**src/link_ctrl_pkg.sv**
```systemverilog
// Constants for the link protocol control register and cycle timer
package link_ctrl_pkg;
	localparam logic [7:0] link_ctrl_set_offset = 8'he0;
	localparam logic [7:0] link_ctrl_clear_offset = 8'he4;
	localparam int rollover_source_pos = 22;
	localparam int cycle_gen_en_pos = 21;
	localparam int offset_count_en_pos = 20;
	localparam int accept_phy_pos = 10;
	localparam int accept_self_id_pos = 9;
	localparam int filter_force_pos = 6;
	localparam int overlong_flag_pos = 25;
	localparam logic [31:0] link_ctrl_writable_mask = 32'h0070_0640;
	localparam logic [31:0] link_ctrl_reset_value = 32'h0000_0000;
	localparam int cycle_offset_width = 12;
	localparam logic [11:0] cycle_offset_last = 12'hbff;
	localparam logic [11:0] cycle_offset_reset_value = 12'h000;
	localparam int iso_rx_contexts = 4;
endpackage

```
**src/link_protocol_control.sv**
```systemverilog
// Link protocol control register with cycle timer offset logic
// Behaviour
// RL1: Source bit 1: cycle timer rolls over on external cycle input.
// RL2: Source bit 0: roll over after 3072 cycles of 24.576 MHz.
// RL3: Generator enable 1: send cycle start on every rollover.
// RL4: Generator enable 0: resync to received cycle start packets.
// RL5: Overlong-cycle flag set clears the generator enable bit.
// RL6: Setting generator enable is ignored while overlong flag stands.
// RL7: Count enable 1: offset advances each cycle clock and rolls over.
// RL8: Count enable 0: offset holds its value. Code still loads a received cycle start offset when generator enable is 0.
// RL9: Accept-PHY bit lets PHY packets into enabled request context.
// RL10: Accept-PHY bit never affects self-ID reception.
// RL11: Accept-self-ID bit gates self-ID packet reception.
// RL12: Software loads self-ID buffer pointer before enabling self-ID.
// RL13: Force bit 1 holds tag-one filter bit set in every context.
// RL14: Force bit 0 leaves tag-one filter bits freely writable.
// RL15: Force bit is set-only; cleared only by global reset.
// RL16: Reserved bits read zero, writes ignored.
// RL17: Set and clear addresses; either reads current contents.
// RL18: Zero written at either address leaves the bit unchanged.
`timescale 1ns/10ps
`default_nettype none
module link_protocol_control (
	input wire logic core_clk_in, // Link clock, 24.576 MHz cycle rate
	input wire logic rst_b_in, // Global hardware reset, active low
	input wire logic [7:0] reg_addr_in, // Register byte offset
	input wire logic reg_write_in, // Write strobe
	input wire logic [31:0] reg_wdata_in, // Write data
	output logic [31:0] reg_rdata_out, // Read data
	input wire logic overlong_cycle_flag_in, // Overlong-cycle event flag
	input wire logic external_cycle_input_in, // External cycle pin
	input wire logic cycle_start_rx_in, // Received cycle start pulse
	input wire logic [11:0] cycle_start_offset_in, // Offset in that packet
	input wire logic [3:0] filter_sw_bit_in, // Software tag-one bits
	output logic [3:0] tag_one_filter_bit_out, // Effective tag-one bits
	output logic [11:0] cycle_offset_out, // Cycle timer offset
	output logic cycle_rollover_out, // Rollover pulse
	output logic send_cycle_start_out, // Request cycle start packet
	output logic accept_phy_packets_out, // PHY packet receive gate
	output logic accept_self_id_packets_out // Self-ID receive gate
);
	import link_ctrl_pkg::*;

	logic [31:0] ctrl_reg;
	logic [31:0] ctrl_next;
	logic [11:0] offset_reg;
	logic [2:0] ext_sync_reg;
	logic ext_level_reg;
	logic ext_rise;
	logic rollover_source_select;
	logic cycle_start_generator_en;
	logic cycle_offset_count_en;
	logic roll;
	logic set_wr;
	logic clr_wr;
	logic [31:0] set_bits;

	assign rollover_source_select = ctrl_reg[rollover_source_pos];
	assign cycle_start_generator_en = ctrl_reg[cycle_gen_en_pos];
	assign cycle_offset_count_en = ctrl_reg[offset_count_en_pos];
	assign set_wr = reg_write_in && reg_addr_in == link_ctrl_set_offset;
	assign clr_wr = reg_write_in && reg_addr_in == link_ctrl_clear_offset;

	always_comb begin
		set_bits = reg_wdata_in & link_ctrl_writable_mask; // RL16
		if (overlong_cycle_flag_in) begin
			set_bits[cycle_gen_en_pos] = 1'b0; // RL6
		end
		ctrl_next = ctrl_reg;
		if (set_wr) begin
			ctrl_next = ctrl_reg | set_bits; // RL17 RL18
		end
		if (clr_wr) begin
			// Force bit is set-only
			ctrl_next = ctrl_reg & ~(set_bits & ~(32'h1 << filter_force_pos)); // RL15
			ctrl_next[cycle_gen_en_pos] = ctrl_reg[cycle_gen_en_pos] &
				~reg_wdata_in[cycle_gen_en_pos]; // RL17
		end
		if (overlong_cycle_flag_in) begin
			ctrl_next[cycle_gen_en_pos] = 1'b0; // RL5
		end
	end

	always_ff @(posedge core_clk_in) begin
		if (!rst_b_in) begin
			ctrl_reg <= link_ctrl_reset_value; // RL15
		end else begin
			ctrl_reg <= ctrl_next;
		end
	end

	always_comb begin
		reg_rdata_out = 32'h0;
		if (reg_addr_in == link_ctrl_set_offset ||
			reg_addr_in == link_ctrl_clear_offset) begin
			reg_rdata_out = ctrl_reg & link_ctrl_writable_mask; // RL16 RL17
		end
	end

	// Pin synchroniser; second and third stages must agree
	always_ff @(posedge core_clk_in) begin
		if (!rst_b_in) begin
			ext_sync_reg <= 3'h0;
			ext_level_reg <= 1'b0;
		end else begin
			ext_sync_reg <= {ext_sync_reg[1:0], external_cycle_input_in};
			if (ext_sync_reg[1] == ext_sync_reg[2]) begin
				ext_level_reg <= ext_sync_reg[2];
			end
		end
	end
	assign ext_rise = ext_sync_reg[1] && ext_sync_reg[2] && !ext_level_reg;

	always_comb begin
		if (rollover_source_select) begin
			roll = cycle_offset_count_en && ext_rise; // RL1
		end else begin
			roll = cycle_offset_count_en && offset_reg == cycle_offset_last; // RL2
		end
	end

	always_ff @(posedge core_clk_in) begin
		if (!rst_b_in) begin
			offset_reg <= cycle_offset_reset_value;
		end else if (!cycle_start_generator_en && cycle_start_rx_in) begin
			offset_reg <= cycle_start_offset_in; // RL4
		end else if (roll) begin
			offset_reg <= cycle_offset_reset_value; // RL7
		end else if (cycle_offset_count_en && offset_reg != cycle_offset_last) begin
			offset_reg <= offset_reg + 12'h001; // RL7
		end
		// Count disabled: offset holds unless generator enable is 0 and a cycle start is received. RL8
	end

	always_ff @(posedge core_clk_in) begin
		if (!rst_b_in) begin
			cycle_rollover_out <= 1'b0;
			send_cycle_start_out <= 1'b0;
		end else begin
			cycle_rollover_out <= roll;
			send_cycle_start_out <= roll && cycle_start_generator_en; // RL3
		end
	end

	assign cycle_offset_out = offset_reg;
	assign accept_phy_packets_out = ctrl_reg[accept_phy_pos]; // RL9 RL10
	assign accept_self_id_packets_out = ctrl_reg[accept_self_id_pos]; // RL11

	genvar ctx;
	generate
		for (ctx = 0; ctx < iso_rx_contexts; ctx++) begin : g_filter
			assign tag_one_filter_bit_out[ctx] =
				ctrl_reg[filter_force_pos] | filter_sw_bit_in[ctx]; // RL13 RL14
		end
	endgenerate
endmodule
`default_nettype wire

```
**config.mk**
```make
export PLATFORM = sky130hd
export DESIGN_NAME = link_protocol_control
export DESIGN_NICKNAME = d
export VERILOG_FILES = /design/src/link_ctrl_pkg.sv /design/src/link_protocol_control.sv
export SDC_FILE = /design/constraint.sdc
export NUM_CORES = 1
export LEC_CHECK = 0
export ABC_AREA = 1
export BUFFER_PORTS_ARGS = -buffer_cell sky130_fd_sc_hd__buf_2
export CAP_MARGIN = 20
export CORE_ASPECT_RATIO = 0.75
export CORE_MARGIN = 10
export CORE_UTILIZATION = 30
export DETAILED_ROUTE_END_ITERATION = 12
export GPL_ROUTABILITY_DRIVEN = 0
export PLACE_DENSITY = 0.66
export SETUP_SLACK_MARGIN = 0.05
export SLEW_MARGIN = 25
export SYNTH_ARGS = -nofsm -noshare
export SYNTH_HDL_FRONTEND = slang
export SYNTH_SLANG_ARGS = --single-unit
```
**constraint.sdc**
```tcl
create_clock -name core_clk_in -period 4.73 [get_ports core_clk_in]
set_input_delay 0 -clock core_clk_in [delete_from_list [all_inputs] [get_ports core_clk_in]]
set_output_delay 0 -clock core_clk_in [all_outputs]
set_load 0.02 [all_outputs]
```
==> impl_results.html <==
<table>
<tr><th>Metric</th><th>Value</th></tr>
<tr><th colspan="2">Outcome</th></tr>
<tr><td>Outcome</td><td>finished clean</td></tr>
<tr><th colspan="2">GRT</th></tr>
<tr><td>All-layer global routing usage</td><td>0.109</td></tr>
<tr><td>First-pass GRT wire length</td><td>8300 um</td></tr>
<tr><td>Largest net degree at the start of global routing</td><td>24</td></tr>
<tr><td>Via count of the first global-routing pass</td><td>between 1500 and 2000</td></tr>
<tr><td>Total gr overflow</td><td>0</td></tr>
<tr><td>Antenna violations before repair</td><td>0</td></tr>
<tr><th colspan="2">Clock network</th></tr>
<tr><td>Clock sink count</td><td>24</td></tr>
<tr><td>Number of buffers inserted to repair setup after CTS</td><td>0</td></tr>
<tr><td>Clock Latency Late Sink</td><td>approximately 0.27 ns</td></tr>
<tr><td>Clk Tree Root Cell</td><td>clkbuf_8</td></tr>
<tr><td>Clock Pin Slew Worst Setup and Hold Paths</td><td>0.09 ns</td></tr>
<tr><td>Inserted Clock Buffers</td><td>3</td></tr>
<tr><td>Number of buffers on the longest clock path</td><td>2</td></tr>
<tr><td>H-tree depth</td><td>1</td></tr>
<tr><td>TritonCTS clock tree</td><td>built</td></tr>
<tr><th colspan="2">Timing</th></tr>
<tr><td>Minimum clock period</td><td>just over 2 ns</td></tr>
<tr><td>Measured slew at the worst slew-check pin</td><td>about 0.73 ns</td></tr>
<tr><td>Sum Neg Setup Slack</td><td>0 ns</td></tr>
<tr><td>Maximum operating frequency</td><td>a little under 0.5 GHz</td></tr>
<tr><td>Min Hold Slack</td><td>between 0.03 and 0.04 ns</td></tr>
<tr><td>Number of failing setup endpoints in the final timing report</td><td>0</td></tr>
<tr><td>Normalized max-slew margin</td><td>0.510</td></tr>
<tr><td>Hold Fails Final Rpt</td><td>0</td></tr>
<tr><td>Final worst slack</td><td>2.68 ns</td></tr>
<tr><td>Worst-case clock skew</td><td>around 0.0035 ns</td></tr>
<tr><td>Final number of max-transition violations</td><td>0</td></tr>
<tr><td>Post-route clock period utilization</td><td>0.433</td></tr>
<tr><td>Setup repair after global routing missed its margin</td><td>no</td></tr>
<tr><th colspan="2">Route</th></tr>
<tr><td>First DRT Iteration DRCs</td><td>97</td></tr>
<tr><td>Iteration count of the initial detailed-routing pass</td><td>4</td></tr>
<tr><td>Remaining routing DRC violations</td><td>0</td></tr>
<tr><td>Avg WL per Cell</td><td>approximately 12 um</td></tr>
<tr><td>Number of vias after detailed routing</td><td>about 1800</td></tr>
<tr><td>Detailed-route wire length</td><td>around 5000 um</td></tr>
<tr><td>Routed vias/inst</td><td>4.31</td></tr>
<tr><td>Number of routed nets with antenna violations</td><td>0</td></tr>
<tr><th colspan="2">Critical path</th></tr>
<tr><td>Critical path's largest stage delay</td><td>0.45 ns</td></tr>
<tr><td>Most numerous cell on the critical path</td><td>nor2_1</td></tr>
<tr><td>Ordered cell list for the critical path</td><td>ha_1, nand2_2, nor2_2, nand3_2, nand2_1, nand2_2, nand2_1, nor2_1, nor2_1, nor2_1</td></tr>
<tr><td>CP Data Required Time</td><td>4.90 ns</td></tr>
<tr><td>Arrival time at the worst endpoint</td><td>about 2.2 ns</td></tr>
<tr><td>Crit Path Max Fanout</td><td>23</td></tr>
<tr><td>Launching element type of the critical path</td><td>register</td></tr>
<tr><td>Classification of the worst setup path</td><td>reg -&gt; reg</td></tr>
<tr><td>CP endpoint kind</td><td>register</td></tr>
<tr><td>Cell type of the slowest stage on the worst timing path</td><td>dfxtp_1</td></tr>
<tr><th colspan="2">Logic synthesis</th></tr>
<tr><td>Seq cells post-synth</td><td>24</td></tr>
<tr><td>Gate count after technology mapping</td><td>around 270</td></tr>
<tr><td>Portion of the post-synthesis area used by sequential elements</td><td>0.283</td></tr>
<tr><td>Distinct cells, synth</td><td>27</td></tr>
<tr><td>Yosys synthesis warning count</td><td>0</td></tr>
<tr><td>Mapped cell area</td><td>approximately 1700 um2</td></tr>
<tr><td>Proportion of synthesized flip-flops having asynchronous set or reset</td><td>0</td></tr>
<tr><td>Prevailing post-synth register cell</td><td>dfxtp_1</td></tr>
<tr><td>Avg Inst Size Synth</td><td>approximately 6.2 um2</td></tr>
<tr><td>Number of synthesized flops with an enable pin</td><td>0</td></tr>
<tr><th colspan="2">Layout</th></tr>
<tr><td>Antenna diode count</td><td>0</td></tr>
<tr><td>Most frequent standard cell in the layout excluding fill and tap cells</td><td>nand2_1</td></tr>
<tr><td>Most used cells in the layout excluding fill and tap cells</td><td>70 x nand2_1, 61 x buf_2, 46 x nor2_1</td></tr>
<tr><td>Total number of nets in the final design</td><td>401</td></tr>
<tr><td>Share of layout cells above drive strength 1</td><td>0.229</td></tr>
<tr><td>Relative area change from synthesis to final layout</td><td>22.7%</td></tr>
<tr><th colspan="2">Die</th></tr>
<tr><td>Starting Density</td><td>0.313</td></tr>
<tr><td>Placeable core area</td><td>5410 um2</td></tr>
<tr><td>Die X</td><td>~110 um</td></tr>
<tr><td>I/O pin count</td><td>114</td></tr>
<tr><td>Standard-cell row count</td><td>23</td></tr>
<tr><td>Die footprint</td><td>9090 um2</td></tr>
<tr><td>Die Y-Extent</td><td>approximately 85 um</td></tr>
<tr><th colspan="2">Hold path</th></tr>
<tr><td>Path type of the worst min-delay path</td><td>in -&gt; reg</td></tr>
<tr><th colspan="2">Flow run</th></tr>
<tr><td>Maximum capacitance violations</td><td>0</td></tr>
<tr><th colspan="2">Power</th></tr>
<tr><td>Overall power after layout</td><td>around 0.47 mW</td></tr>
<tr><td>Leakage power</td><td>around 1.1 nW</td></tr>
<tr><td>Pwr/cell area</td><td>~230 nW/um2</td></tr>
<tr><td>Maximum resistive drop on vdd</td><td>between 0.0001 and 0.00015 V</td></tr>
<tr><th colspan="2">Place</th></tr>
<tr><td># port buffers</td><td>just over 60</td></tr>
<tr><td>Post-detail-place hpwl</td><td>3930 um</td></tr>
<tr><td>Dpl ws</td><td>between 2 and 3 ns</td></tr>
</table>
-- worst max-delay path: cells and delay by family (launching register included) --
kind                     cells  cell delay [ns]
AND/OR/NAND/NOR              9             1.24
adder cells (fa/ha/maj)      1             0.26
flip-flops                   1             0.45
-- per-stage QoR --
step / area (um2) / instances / utilization
floorplan: 1790 / 297 / -
global placement: 1940 / 399 / 0.359
detailed placement: 1940 / 399 / 0.359
CTS: 2080 / 411 / 0.384
global route: 2080 / 411 / 0.384
finish: 2080 / 411 / 0.384
-- synthesized netlist by cell type (4+ instances only) --
master    count  share of area
dfxtp_1      24           0.28
a21oi_1       4          0.012
nor2_1       46           0.10
nor3_1        4          0.012
a211oi_1      4          0.018
inv_1        29          0.064
nand3_1      16          0.047
buf_4        26           0.12
nand2_1      70           0.15
nand4_1      13          0.048
nor3b_1       4          0.018
or2_2         4          0.015
-- cell families after synthesis --
| kind of cell | synth area share |
|---|---|
| AOI/OAI and AO/OA | 0.0384 |
| xor gates and xnor gates | 0.0155 |
| adders and majority gates | 0.0148 |
| buffers and inverters | 0.215 |
| DFF | 0.283 |
| other | 0.00221 |
| and+or+nand+nor | 0.431 |
-- cell type report --
type | instances | area (um2)
multi-input combinational | 207 | 945
tap | 75 | 93.8
clock buffer | 4 | 55.1
fill | 610 | 3330
sequential | 24 | 480
timing repair buffer | 69 | 385
inverter | 32 | 120
-- per-layer routing --
| layer | global-route usage | up-vias | share of wire | wire length (um) |
|---|---|---|---|---|
| li1 | - | 926 | - | - |
| met1 | 0.119 | 789 | 0.40 | 2020 |
| met2 | 0.198 | 51 | 0.52 | 2590 |
| met3 | 0.0393 | 4 | 0.074 | 369 |
| met4 | 0.0209 | 0 | 0.0044 | 22 |
| met5 | 0 | - | 0 | 0 |
-- what timing repair did --
action,in CTS,in global routing
hold endpoints to repair,7,0
hold buffers,8,0
resized for setup,0,0
-- worst paths after layout --
path,from,to,slack (ns),depth (start not counted)
worst max-delay path,cycle_offset_out[0],cycle_offset_out[10],2.68,10
worst min-delay path,cycle_start_offset_in[6],cycle_offset_out[6],0.04,5
worst max register to register,cycle_offset_out[0],cycle_offset_out[10],2.68,10
worst min register to register,ext_sync_reg[0],ext_sync_reg[1],0.42,2
-- report_power, final --
part | switching [mW] | leakage, nW | internal, mW
clock | 0.0672 | 0.0288 | 0.0744
sequential | 0.00998 | 0.197 | 0.211
combinational | 0.0723 | 0.872 | 0.0394
No activity file was read; power rests on OpenSTA's default activity.
